==> src/hw/mrdc_defines.svh <==
// Purpose: constants for the register data codec
// Assumes: 16-bit registers, big endian link order
// Notes:   included by the codec; the package does not include it
`ifndef MRDC_DEFINES_SVH
`define MRDC_DEFINES_SVH
`define MRDC_YEAR_LSB      0
`define MRDC_YEAR_MSB      6
`define MRDC_DAY_LSB       0
`define MRDC_DAY_MSB       4
`define MRDC_MON_LSB       8
`define MRDC_MON_MSB       11
`define MRDC_MIN_LSB       0
`define MRDC_MIN_MSB       5
`define MRDC_HOUR_LSB      8
`define MRDC_HOUR_MSB      12
`define MRDC_YEAR_MASK     16'h007F
`define MRDC_DAYMON_MASK   16'h0F1F
`define MRDC_MINHR_MASK    16'h1F3F
`define MRDC_MS_MAX        16'hEA5F
`define MRDC_MIN_MAX       6'h3B
`define MRDC_HOUR_MAX      5'h17
`define MRDC_MON_MAX       4'hC
`define MRDC_DAY_MIN       5'h01
`define MRDC_BITADDR_MAX   16'h0FFF
`define MRDC_BIT_SHIFT     4
`define MRDC_FC_RD_COILS   8'h01
`define MRDC_FC_RD_DISC    8'h02
`define MRDC_FC_RD_HOLD    8'h03
`define MRDC_FC_WR_COIL    8'h05
`define MRDC_FC_WR_COILS   8'h0F
`define MRDC_FP_EXP_ZERO   8'h00
`define MRDC_FP_EXP_ONES   8'hFF
`endif

==> src/hw/mrdc_pkg.sv <==
// Purpose: types for the register data codec
// Assumes: constants come from mrdc_defines.svh
// Notes:   data kinds and scale selection
package mrdc_pkg;
   typedef enum logic [3:0] {
      MRDC_INT16, MRDC_UINT16, MRDC_INT32, MRDC_UINT32, MRDC_INT64, MRDC_UINT64,
      MRDC_FLOAT32, MRDC_ASCII, MRDC_BITMAP, MRDC_DATETIME
   } mrdc_kind_type;
   typedef enum logic [1:0] {
      MRDC_SCALE_1, MRDC_SCALE_10, MRDC_SCALE_TENTH
   } mrdc_scale_type;
   typedef enum logic [1:0] {
      MRDC_ST_IDLE, MRDC_ST_SEND
   } mrdc_state_type;
endpackage

==> src/hw/mrdc_codec.sv <==
// Purpose: packs values into 16-bit registers and streams them as bytes
// Assumes: one clock, value and control ports synchronous to it
// Notes:   also maps bit addresses and keeps retained register copies
`timescale 1ns/100ps
`include "mrdc_defines.svh"
module mrdc_codec
   import mrdc_pkg::*;
#(
   parameter int NREG = 8
)(
   // clock and reset
   input  wire logic                    CORE_CLK,
   input  wire logic                    RST_N,
   // value to pack
   input  wire logic                    PACK_GO,
   input  wire mrdc_kind_type           PACK_KIND,
   input  wire mrdc_scale_type          PACK_SCALE,
   input  wire logic [63:0]             PACK_VALUE,
   // byte stream out
   output logic                         TX_VALID,
   output logic [7:0]                   TX_BYTE,
   output logic                         TX_LAST,
   output logic [2:0]                   PACK_WORDS,
   output logic                         PACK_BAD,
   // received register to unpack
   input  wire logic                    RX_GO,
   input  wire logic [1:0]              RX_WORD_IDX,
   input  wire logic [15:0]             RX_WORD,
   output logic [15:0]                  RX_CLEAN,
   // address translation and bit access check
   input  wire logic                    ADDR_GO,
   input  wire logic [15:0]             REG_NUMBER,
   input  wire logic [3:0]              BIT_NUMBER,
   input  wire logic [7:0]              FUNC_CODE,
   input  wire logic                    REG_IS_BITMAP,
   output logic [15:0]                  LINK_ADDR,
   output logic [15:0]                  BIT_ADDR,
   output logic                         BIT_OK,
   output logic                         HOLD_READ,
   // retention store
   input  wire logic                    POWER_LOSS,
   input  wire logic                    STORE_WE,
   input  wire logic [$clog2(NREG)-1:0] STORE_IDX,
   input  wire logic [15:0]             STORE_DATA,
   input  wire logic [NREG-1:0]         RETAIN_MASK,
   output logic [15:0]                  STORE_Q
);

   localparam int IDXW = $clog2(NREG);

   // store index must cover every entry and no more
   if ((NREG < 2) || ((NREG & (NREG - 1)) != 0)) begin : g_bad_nreg
      $error("NREG must be a power of two, at least 2");
   end

   ////////////////////////////////////////////////////////////////////////////
   // scaling and word packing
   wire logic [63:0] times10_w = {PACK_VALUE[60:0], 3'b000} + {PACK_VALUE[62:0], 1'b0};
   wire logic [63:0] tenth_w   = PACK_VALUE / 64'h0000_0000_0000_000A;
   wire logic [63:0] scaled_w  = (PACK_SCALE == MRDC_SCALE_10)    ? times10_w :
                                 (PACK_SCALE == MRDC_SCALE_TENTH) ? tenth_w : PACK_VALUE;
   wire logic [2:0]  nwords_w  = (PACK_KIND inside {MRDC_INT64, MRDC_UINT64, MRDC_DATETIME}) ? 3'h4 :
                                 (PACK_KIND inside {MRDC_INT32, MRDC_UINT32, MRDC_FLOAT32}) ? 3'h2 : 3'h1;
   // date words: first word is year, last is milliseconds
   wire logic [15:0] dt_w1 = scaled_w[63:48] & `MRDC_YEAR_MASK;
   wire logic [15:0] dt_w2 = scaled_w[47:32] & `MRDC_DAYMON_MASK;
   wire logic [15:0] dt_w3 = scaled_w[31:16] & `MRDC_MINHR_MASK;
   wire logic [15:0] dt_w4 = scaled_w[15:0];
   wire logic        dt_bad = (dt_w4 > `MRDC_MS_MAX)
                            || (dt_w3[`MRDC_MIN_MSB:`MRDC_MIN_LSB] > `MRDC_MIN_MAX)
                            || (dt_w3[`MRDC_HOUR_MSB:`MRDC_HOUR_LSB] > `MRDC_HOUR_MAX)
                            || (dt_w2[`MRDC_MON_MSB:`MRDC_MON_LSB] > `MRDC_MON_MAX)
                            || (dt_w2[`MRDC_DAY_MSB:`MRDC_DAY_LSB] < `MRDC_DAY_MIN);
   wire logic [7:0]  fp_exp = scaled_w[30:23];
   wire logic        fp_bad = (fp_exp == `MRDC_FP_EXP_ZERO) || (fp_exp == `MRDC_FP_EXP_ONES);
   // ascii: earlier char in value low byte goes to register low byte
   wire logic [15:0] chars_w = {scaled_w[15:8], scaled_w[7:0]};
   // words left-justified so the most significant word leaves first
   wire logic [63:0] words_w =
      (PACK_KIND == MRDC_DATETIME) ? {dt_w1, dt_w2, dt_w3, dt_w4} :
      (nwords_w == 3'h4) ? scaled_w :
      (nwords_w == 3'h2) ? {scaled_w[31:0], 32'h0000_0000} :
      (PACK_KIND == MRDC_ASCII) ? {chars_w, 48'h0000_0000_0000} :
                           {scaled_w[15:0], 48'h0000_0000_0000};
   wire logic        bad_w = ((PACK_KIND == MRDC_DATETIME) && dt_bad)
                          || ((PACK_KIND == MRDC_FLOAT32) && fp_bad);

   ////////////////////////////////////////////////////////////////////////////
   // byte serialiser
   mrdc_state_type  state_r, state_nxt;
   logic [63:0]     shift_r, shift_nxt;
   logic [3:0]      left_r, left_nxt;
   wire logic       start_w = (state_r == MRDC_ST_IDLE) && PACK_GO && !bad_w;

   always_comb begin
      state_nxt = state_r;
      shift_nxt = shift_r;
      left_nxt  = left_r;
      case (state_r)
         MRDC_ST_IDLE: begin
            if (start_w) begin
               state_nxt = MRDC_ST_SEND;
               shift_nxt = words_w;
               left_nxt  = {nwords_w, 1'b0};
            end
         end
         MRDC_ST_SEND: begin
            shift_nxt = {shift_r[55:0], 8'h00};
            left_nxt  = left_r - 4'h1;
            if (left_r == 4'h1) begin
               state_nxt = MRDC_ST_IDLE;
            end
         end
         default: begin
            state_nxt = MRDC_ST_IDLE;
         end
      endcase
   end

   always_ff @(posedge CORE_CLK or negedge RST_N) begin
      if (!RST_N) begin
         state_r <= MRDC_ST_IDLE;
         shift_r <= 64'h0000_0000_0000_0000;
         left_r  <= 4'h0;
      end else begin
         state_r <= state_nxt;
         shift_r <= shift_nxt;
         left_r  <= left_nxt;
      end
   end

   always_ff @(posedge CORE_CLK or negedge RST_N) begin
      if (!RST_N) begin
         TX_VALID   <= 1'b0;
         TX_BYTE    <= 8'h00;
         TX_LAST    <= 1'b0;
         PACK_WORDS <= 3'h0;
         PACK_BAD   <= 1'b0;
      end else begin
         TX_VALID   <= (state_r == MRDC_ST_SEND);
         TX_BYTE    <= shift_r[63:56];
         TX_LAST    <= (state_r == MRDC_ST_SEND) && (left_r == 4'h1);
         PACK_WORDS <= start_w ? nwords_w : PACK_WORDS;
         PACK_BAD   <= PACK_GO && bad_w && (state_r == MRDC_ST_IDLE);
      end
   end

   ////////////////////////////////////////////////////////////////////////////
   // received words: reserved date bits dropped
   wire logic [15:0] rx_mask_w = (RX_WORD_IDX == 2'h0) ? `MRDC_YEAR_MASK :
                                 (RX_WORD_IDX == 2'h1) ? `MRDC_DAYMON_MASK :
                                 (RX_WORD_IDX == 2'h2) ? `MRDC_MINHR_MASK : 16'hFFFF;

   always_ff @(posedge CORE_CLK or negedge RST_N) begin
      if (!RST_N) begin
         RX_CLEAN <= 16'h0000;
      end else if (RX_GO) begin
         RX_CLEAN <= RX_WORD & rx_mask_w;
      end
   end

   ////////////////////////////////////////////////////////////////////////////
   // address translation
   wire logic [15:0] addr_w    = REG_NUMBER - 16'h0001;
   wire logic [15:0] bitaddr_w = {addr_w[11:0], BIT_NUMBER};
   wire logic        fc_bit_w  = (FUNC_CODE == `MRDC_FC_RD_COILS) || (FUNC_CODE == `MRDC_FC_RD_DISC)
                              || (FUNC_CODE == `MRDC_FC_WR_COIL) || (FUNC_CODE == `MRDC_FC_WR_COILS);
   wire logic        bit_ok_w  = REG_IS_BITMAP && fc_bit_w && (addr_w <= `MRDC_BITADDR_MAX);

   always_ff @(posedge CORE_CLK or negedge RST_N) begin
      if (!RST_N) begin
         LINK_ADDR <= 16'h0000;
         BIT_ADDR  <= 16'h0000;
         BIT_OK    <= 1'b0;
         HOLD_READ <= 1'b0;
      end else if (ADDR_GO) begin
         LINK_ADDR <= addr_w;
         BIT_ADDR  <= bitaddr_w;
         BIT_OK    <= bit_ok_w;
         HOLD_READ <= (FUNC_CODE == `MRDC_FC_RD_HOLD);
      end
   end

   ////////////////////////////////////////////////////////////////////////////
   // retention store: unflagged entries clear on power loss or reset
   logic [15:0] store_r [NREG];
   logic [15:0] saved_r [NREG];
   logic        restore_r;

   for (genvar i = 0; i < NREG; i++) begin : g_reg
      always_ff @(posedge CORE_CLK or negedge RST_N) begin
         if (!RST_N) begin
            store_r[i] <= 16'h0000;
         end else if (STORE_WE && (STORE_IDX == IDXW'(i))) begin
            store_r[i] <= STORE_DATA;
         end else if (POWER_LOSS || restore_r) begin
            store_r[i] <= RETAIN_MASK[i] ? saved_r[i] : 16'h0000;
         end
      end
      // backing copy kept without reset, as nonvolatile storage would be
      always_ff @(posedge CORE_CLK) begin
         if (STORE_WE && (STORE_IDX == IDXW'(i)) && RETAIN_MASK[i]) begin
            saved_r[i] <= STORE_DATA;
         end
      end
   end

   always_ff @(posedge CORE_CLK or negedge RST_N) begin
      if (!RST_N) begin
         restore_r <= 1'b1;
         STORE_Q   <= 16'h0000;
      end else begin
         restore_r <= 1'b0;
         STORE_Q   <= (restore_r && RETAIN_MASK[STORE_IDX]) ? saved_r[STORE_IDX] : store_r[STORE_IDX];
      end
   end

   ////////////////////////////////////////////////////////////////////////////
   // checks
   tx_order_a: assert property (@(posedge CORE_CLK) disable iff (!RST_N)
      start_w |-> ##2 (TX_BYTE == $past(words_w[63:56], 2)) ##1 (TX_BYTE == $past(words_w[55:48], 3)))
      else $error("high byte not sent first");
   word_count_a: assert property (@(posedge CORE_CLK) disable iff (!RST_N)
      start_w && (nwords_w == 3'h2) |-> ##1 (left_r == 4'h4))
      else $error("wrong byte count for two-word value");
   frame_len_a: assert property (@(posedge CORE_CLK) disable iff (!RST_N)
      start_w && (nwords_w == 3'h4) |-> ##1 (state_r == MRDC_ST_SEND) [*8] ##1 (state_r == MRDC_ST_IDLE))
      else $error("64-bit frame length wrong");
   half_order_a: assert property (@(posedge CORE_CLK) disable iff (!RST_N)
      start_w && (PACK_KIND == MRDC_UINT32) && (PACK_SCALE == MRDC_SCALE_1) |-> ##1 (shift_r[63:48] == $past(PACK_VALUE[31:16])))
      else $error("upper half not in first register");
   year_rsv_a: assert property (@(posedge CORE_CLK) disable iff (!RST_N)
      start_w && (PACK_KIND == MRDC_DATETIME) |-> ##1 (shift_r[63:55] == 9'h000))
      else $error("year reserved bits not zero");
   rx_rsv_a: assert property (@(posedge CORE_CLK) disable iff (!RST_N)
      RX_GO && (RX_WORD_IDX == 2'h2) |=> (RX_CLEAN[15:13] == 3'h0) && (RX_CLEAN[7:6] == 2'h0))
      else $error("reserved date bits leaked");
   bit_addr_a: assert property (@(posedge CORE_CLK) disable iff (!RST_N)
      ADDR_GO |=> (BIT_ADDR[3:0] == $past(BIT_NUMBER)) && (BIT_ADDR[15:4] == $past(addr_w[11:0])))
      else $error("bit address wrong");
   bit_gate_a: assert property (@(posedge CORE_CLK) disable iff (!RST_N)
      ADDR_GO && !REG_IS_BITMAP |=> !BIT_OK)
      else $error("bit access allowed on non-bitmap");
   link_addr_a: assert property (@(posedge CORE_CLK) disable iff (!RST_N)
      ADDR_GO |=> (LINK_ADDR + 16'h0001 == $past(REG_NUMBER)))
      else $error("link address not number minus one");
   float_rej_a: assert property (@(posedge CORE_CLK) disable iff (!RST_N)
      PACK_GO && (state_r == MRDC_ST_IDLE) && (PACK_KIND == MRDC_FLOAT32) && fp_bad |=> PACK_BAD && !TX_VALID)
      else $error("denormal float not refused");
   ms_rej_a: assert property (@(posedge CORE_CLK) disable iff (!RST_N)
      PACK_GO && (state_r == MRDC_ST_IDLE) && (PACK_KIND == MRDC_DATETIME) && (PACK_SCALE == MRDC_SCALE_1)
      && (PACK_VALUE[15:0] > `MRDC_MS_MAX) |=> PACK_BAD && (state_r == MRDC_ST_IDLE))
      else $error("milliseconds out of range sent");
   hour_rej_a: assert property (@(posedge CORE_CLK) disable iff (!RST_N)
      PACK_GO && (state_r == MRDC_ST_IDLE) && (PACK_KIND == MRDC_DATETIME) && (PACK_SCALE == MRDC_SCALE_1)
      && (PACK_VALUE[28:24] > `MRDC_HOUR_MAX) |=> PACK_BAD && (state_r == MRDC_ST_IDLE))
      else $error("hour out of range sent");
   day_rej_a: assert property (@(posedge CORE_CLK) disable iff (!RST_N)
      PACK_GO && (state_r == MRDC_ST_IDLE) && (PACK_KIND == MRDC_DATETIME) && (PACK_SCALE == MRDC_SCALE_1)
      && (PACK_VALUE[36:32] < `MRDC_DAY_MIN) |=> PACK_BAD && (state_r == MRDC_ST_IDLE))
      else $error("day zero sent");
   tx_run_a: assert property (@(posedge CORE_CLK) disable iff (!RST_N)
      TX_VALID && !TX_LAST |=> TX_VALID)
      else $error("byte stream broken inside a value");
   two_word_a: assert property (@(posedge CORE_CLK) disable iff (!RST_N)
      start_w && (PACK_KIND inside {MRDC_INT32, MRDC_UINT32, MRDC_FLOAT32})
      |-> ##1 (state_r == MRDC_ST_SEND) [*4] ##1 (state_r == MRDC_ST_IDLE))
      else $error("two-word frame length wrong");
   one_word_a: assert property (@(posedge CORE_CLK) disable iff (!RST_N)
      start_w && (PACK_KIND inside {MRDC_INT16, MRDC_UINT16, MRDC_ASCII, MRDC_BITMAP})
      |-> ##1 (state_r == MRDC_ST_SEND) [*2] ##1 (state_r == MRDC_ST_IDLE))
      else $error("one-word frame length wrong");
   ascii_order_a: assert property (@(posedge CORE_CLK) disable iff (!RST_N)
      start_w && (PACK_KIND == MRDC_ASCII) && (PACK_SCALE == MRDC_SCALE_1)
      |-> ##1 (shift_r[55:48] == $past(PACK_VALUE[7:0])) && (shift_r[63:56] == $past(PACK_VALUE[15:8])))
      else $error("character pair order wrong");
   float_ok_a: assert property (@(posedge CORE_CLK) disable iff (!RST_N)
      PACK_GO && (state_r == MRDC_ST_IDLE) && (PACK_KIND == MRDC_FLOAT32) && (PACK_SCALE == MRDC_SCALE_1)
      && (PACK_VALUE[30:23] != `MRDC_FP_EXP_ZERO) && (PACK_VALUE[30:23] != `MRDC_FP_EXP_ONES)
      |=> (state_r == MRDC_ST_SEND) && !PACK_BAD)
      else $error("normalized float refused");
   rx_year_a: assert property (@(posedge CORE_CLK) disable iff (!RST_N)
      RX_GO && (RX_WORD_IDX == 2'h0) |=> (RX_CLEAN[15:7] == 9'h000))
      else $error("year reserved bits leaked");
   rx_daymon_a: assert property (@(posedge CORE_CLK) disable iff (!RST_N)
      RX_GO && (RX_WORD_IDX == 2'h1) |=> (RX_CLEAN[15:12] == 4'h0) && (RX_CLEAN[7:5] == 3'h0))
      else $error("day and month reserved bits leaked");
   fc_gate_a: assert property (@(posedge CORE_CLK) disable iff (!RST_N)
      ADDR_GO && !(FUNC_CODE inside {`MRDC_FC_RD_COILS, `MRDC_FC_RD_DISC, `MRDC_FC_WR_COIL, `MRDC_FC_WR_COILS})
      |=> !BIT_OK)
      else $error("bit access allowed for wrong function");
   bit_range_a: assert property (@(posedge CORE_CLK) disable iff (!RST_N)
      ADDR_GO && (REG_NUMBER > 16'h1000) |=> !BIT_OK)
      else $error("bit access allowed above bit address range");
   retain_clr_a: assert property (@(posedge CORE_CLK) disable iff (!RST_N)
      POWER_LOSS && !STORE_WE && !RETAIN_MASK[STORE_IDX] ##1 $stable(STORE_IDX) |=> (STORE_Q == 16'h0000))
      else $error("unretained entry survived power loss");

endmodule

==> config.mk <==
export PLATFORM = sky130hd
export DESIGN_NAME = mrdc_codec
export DESIGN_NICKNAME = d
export VERILOG_FILES = /design/src/hw/mrdc_pkg.sv /design/src/hw/mrdc_codec.sv
export VERILOG_INCLUDE_DIRS = /design/src /design/src/hw
export SDC_FILE = /design/constraint.sdc
export NUM_CORES = 1
export LEC_CHECK = 0
export ABC_AREA = 1
export BUFFER_PORTS_ARGS = -buffer_cell sky130_fd_sc_hd__buf_2
export CELL_PAD_IN_SITES_DETAIL_PLACEMENT = 1
export CELL_PAD_IN_SITES_GLOBAL_PLACEMENT = 1
export CORE_MARGIN = 2
export CORE_UTILIZATION = 45
export DETAILED_ROUTE_END_ITERATION = 8
export HOLD_SLACK_MARGIN = 0.1
export PLACE_DENSITY = 0.9
export SETUP_SLACK_MARGIN = 0.2
export SKIP_LAST_GASP = 1
export SLEW_MARGIN = 20
export SYNTH_ARGS = -nofsm -noshare
export SYNTH_HDL_FRONTEND = slang
export SYNTH_SLANG_ARGS = --single-unit
==> constraint.sdc <==
create_clock -name CORE_CLK -period 4.18 [get_ports CORE_CLK]
set_input_delay 0.209 -clock CORE_CLK [delete_from_list [all_inputs] [get_ports CORE_CLK]]
set_output_delay 0.209 -clock CORE_CLK [all_outputs]
set_load 0.02 [all_outputs]
==> results.md, run 1 <==
* Status: stopped before the end
* Last stage: global routing
* Error msg: [ERROR GRT-0232] Routing congestion too high. Check the congestion heatmap in the GUI.
* Starting Density at 45.6%
* Unique cell type count in the Yosys netlist at 82
* Sink Count at 394
* Synth area leaders: dfrtp_1, edfxtp_1, nand2_1
* Top-count cell post-synth: nand2_1
* Gate Count Post-Synth at 3648
* Overflow after GRT at 757
* Syn Area/Cell at 7.72 um2
* Placed wire-length estimate at 87000 um
* Cell taking the most area after synthesis: dfrtp_1
* Worst endpoint type: sequential cell input
* CTS buffer count at 43
* Clk buf depth at 3
* IO Pins at 231
* Main synth FF type: dfrtp_1
* Height of the die at 254 um
* Number of H-tree levels at 2
* Largest net degree at the start of global routing at 94
* Number of synthesized flops with an enable pin at 128
* Root Buffer Master: clkbuf_16
* Placer Congestion at 0.923
* Placed cells at 5076
* Post-synthesis compound-gate area fraction at 17.1%
* Post-Synth Simple-Gate Area at 30.7%
* Area share of xor/xnor cells in the synthesized design at 1.27%
* Grt repair worst endpoint: shift_r[48]$_DFFE_PN0P_/D
* Adder-cell share of the synthesized area at 3.05%
* Yosys top cell area share at 23.5%
* FF+latch count, synth at 394
* Commonest cells in the netlist: nand2_1, inv_1, nand3_1, o21ai_0, dfrtp_1
* Sequential element share of the synthesized area at 37.3%
* GRT Total Usage at 83.0%
* Buffers on Ports at 230
* Mapped Nets at 3867
* Mux share of post-synthesis cell area at 0.240%
* Die width at 254 um
* Post-synth ARST share at 67.5%
* Largest family of logic cells by synthesized area: simple AND/OR/NAND/NOR gates
* Mapped cell area at 28200 um2
* Ys Warns at 0
* Num rows at 91
[through the flow]
step / worst slack, ps / utilization, % / instance area [um2]
floorplan: -14900 / - / 28400
global placement: -16200 / 54.3 / 33600
detailed placement: -19040 / 54.3 / 33600
CTS: -17530 / 61.7 / 38100
[metal layers]
layer | track usage, % | GRT overflow
met4 | 86.9 | 280
met2 | 96.8 | 409
met3 | 71.0 | 41
met1 | 80.9 | 24
met5 | 45.6 | 3
[cells by family after synthesis]
| logic type | after synthesis |
|---|---|
| other cells | 1 |
| buf+inv | 661 |
| flops | 394 |
| fa+ha+maj | 68 |
| xor+xnor | 39 |
| simple gates | 1735 |
| compound gates | 744 |
| mux | 6 |
[repair_timing]
action | 4_1_cts
hold buffers | 59
gates resized for setup | 394
pin swaps | 188
buffers inserted | 113
endpoints found under the hold margin | 266
endpoints found under the setup margin | 73
gates cloned | 4
==> inputs of run 2 (changes only) <==
--- a/config.mk
+++ b/config.mk
@@ -8,14 +8,10 @@
 export LEC_CHECK = 0
 export ABC_AREA = 1
 export BUFFER_PORTS_ARGS = -buffer_cell sky130_fd_sc_hd__buf_2
-export CELL_PAD_IN_SITES_DETAIL_PLACEMENT = 1
-export CELL_PAD_IN_SITES_GLOBAL_PLACEMENT = 1
 export CORE_MARGIN = 2
-export CORE_UTILIZATION = 45
+export CORE_UTILIZATION = 30
 export DETAILED_ROUTE_END_ITERATION = 8
-export HOLD_SLACK_MARGIN = 0.1
-export PLACE_DENSITY = 0.9
-export SETUP_SLACK_MARGIN = 0.2
+export PLACE_DENSITY_LB_ADDON = 0.15
 export SKIP_LAST_GASP = 1
 export SLEW_MARGIN = 20
 export SYNTH_ARGS = -nofsm -noshare
==> run 2 against run 1 <==
Net effect:
- the flow now finishes, with violations (setup timing)
- area after synthesis is the same
- synthesized cell count is the same
==> results.md, run 2 <==
* NumNets Final at 4785
* Gate Count Post-Synth at 3648
* Clk slew on worst S/H paths at 60 ps
* Worst R2R Start: restore_r
* First-pass GRT wire length at 164000 um
* Cell taking the most area after synthesis: dfrtp_1
* Worst hold path depth at 4
* FF+latch count, synth at 394
* Unique cell type count in the Yosys netlist at 82
* Min-delay src: REG_NUMBER[5]
* Placed wire-length estimate at 75000 um
* Number of synthesized flops with an enable pin at 128
* Syn Area/Cell at 7.72 um2
* Final Non-Filler Cells at 5861
* Sequential element share of the synthesized area at 37.3%
* Routed len/inst at 18.6 um
* Buffers on Ports at 230
* Most frequent cells in the layout: buf_4, nand2_1, inv_1
* Critical path type: input port to register
* Most common cell after layout, fill and taps aside: buf_4
* Worst Skew at 55.5 ps
* Regs by FF count: saved_r (128), store_r (128), shift_r (64)
* Starting Density at 30.2%
* Worst-path maximum fanout at 31
* Reg2reg path depth at 6
* Final min period at 20980 ps
* Number of H-tree levels at 2
* Status: finished with violations
* Height of the die at 310 um
* CTS buffer count at 45
* Synth area leaders: dfrtp_1, edfxtp_1, nand2_1
* Syn-to-layout area delta at 43.3%
* Sink Count at 394
* Worst setup EP type: register
* RSZ-0062 raised after global routing: true
* Num rows at 112
* Core footprint at 93200 um2
* Crit-path max cell delay at 450 ps
* Placed cells at 5535
* Die width at 310 um
* IO Pins at 231
* Root Buffer Master: clkbuf_16
* Routed wire length at 109000 um
* Failing checks: setup timing
* Share of post-route cells with drive strength above 1 at 40.0%
* Worst Slack Setup Final at -16800 ps
* GRT Total Usage at 21.8%
* Largest net degree at the start of global routing at 106
* Ys Warns at 0
* Slew Limit Fails at 0
* Final setup violation count at 73
* Clock latency on the worst-skew pair at 630 ps
* Main synth FF type: dfrtp_1
* TNS Setup at -1218620 ps
* Vias in the first global route at 28283
* Post-synth ARST share at 67.5%
* CP arrival at 21440 ps
* Via Count at 29269
* FILL cells at 9409
* Yosys top cell area share at 23.5%
* Most common cell on crit path: nand2_4
* R2R Setup Slk at 1830 ps
* Maxcap violations at 0
* Slew @ Worst Pin at 1000 ps
* Die area at 96400 um2
* R2r endpoint: store_r[6]
* Clk buf depth at 3
* Final Hold Vio Count at 0
* Overflow after GRT at 0
* Layout Utilization at 43.3%
* First DRT Iteration DRCs at 2121
* Mapped Nets at 3867
* Placer Congestion at 0.893
* Top-count cell post-synth: nand2_1
* CP Launch Type: input port
* Initial antenna violation count at 9
* F_max at 47.7 MHz
* Via density per instance at 4.99
* Commonest cells in the netlist: nand2_1, inv_1, nand3_1, o21ai_0, dfrtp_1
* CTS tree: built
* CP required at 4640 ps
* WHS Endpoint: LINK_ADDR[5]
* Worst setup path startpoint: PACK_VALUE[61]
* Post-route ant nets at 0
* Period utilization at 502%
* Slew HR at 33.2%
* Hold WC Path Type: input port to register
* TritonRoute pass-1 iters at 8
* Residual DRC at 0
* Mapped cell area at 28200 um2
* Slowest CP cell: o41ai_4
==> run 2: metrics by stage <==
stage               hold slack, ps  worst slack (ps)  cell area [um2]
floorplan                    -86.6            -14900            28400
global placement               336            -16380            34400
detailed placement             328            -16990            34400
CTS                           15.9            -16040            38400
global route                  53.0            -18250            40400
finish                        44.4            -16800            40400
==> run 2: worst max path at each step <==
stage	endpoint	slack, ps	cells past startpoint
after floorplan	shift_r[48]	-14900	279
after global placement	shift_r[32]	-16380	258
after detailed placement	shift_r[48]	-16990	261
after CTS	shift_r[32]	-16040	270
after global routing	shift_r[10]	-18250	259
final	shift_r[36]	-16800	227
==> run 2: layout make-up <==
cell class | instances | area (um2) | area share (%)
antenna | 5 | 12.5 | 0.0310
clock buffer | 67 | 1310 | 3.24
timing repair inverter | 6 | 97.6 | 0.242
inverter | 505 | 2020 | 5.00
tap | 1254 | 1570 | 3.89
sequential | 394 | 10500 | 26.0
clock inverter | 16 | 226 | 0.561
multi-input combinational | 2593 | 17100 | 42.4
timing repair buffer | 1021 | 7510 | 18.6
==> run 2: repair_timing <==
item | 4_1_cts | 5_1_grt
gates resized for setup | 211 | 338
setup buffers | 128 | 49
endpoints found under the hold margin | 261 | 0
hold buffers | 59 | 0
gates cloned | 3 | 4
pin swaps | 143 | 201
endpoints found under the setup margin | 73 | 73
==> run 2: kinds of logic (layout without fill, tap and decap cells) <==
kind of cell / count (synthesis) / in the layout / share of synthesized area (%)
AND/OR/NAND/NOR: 1735 / 1735 / 30.7
AO/OA/AOI/OAI: 744 / 744 / 17.1
buffers and inverters: 661 / 1615 / 10.4
flip-flops: 394 / 394 / 37.3
adder cells (fa/ha/maj): 68 / 68 / 3.05
XOR/XNOR: 39 / 39 / 1.27
multiplexers: 6 / 6 / 0.240
other: 1 / 6 / 0.0133
==> run 2: metal layers <==
| metal | routed length (um) | global-route usage (%) | share of wire [%] |
|---|---|---|---|
| met1 | 46800 | 28.2 | 43 |
| met2 | 53900 | 37.8 | 49 |
| met3 | 5030 | 2.43 | 4.6 |
| met4 | 3590 | 6.91 | 3.3 |
| met5 | 39 | 0 | 0.036 |
==> run 2: worst max-delay path, delay by kind of cell <==
kind	cells	cell delay, ps
and+or+nand+nor	137	10980
AOI/OAI and AO/OA	5	1040
buffers and inverters	85	9050
Power of run 2 is not shown: default switching activity piles up to over one toggle a cycle in this logic, so the estimate is an artifact.
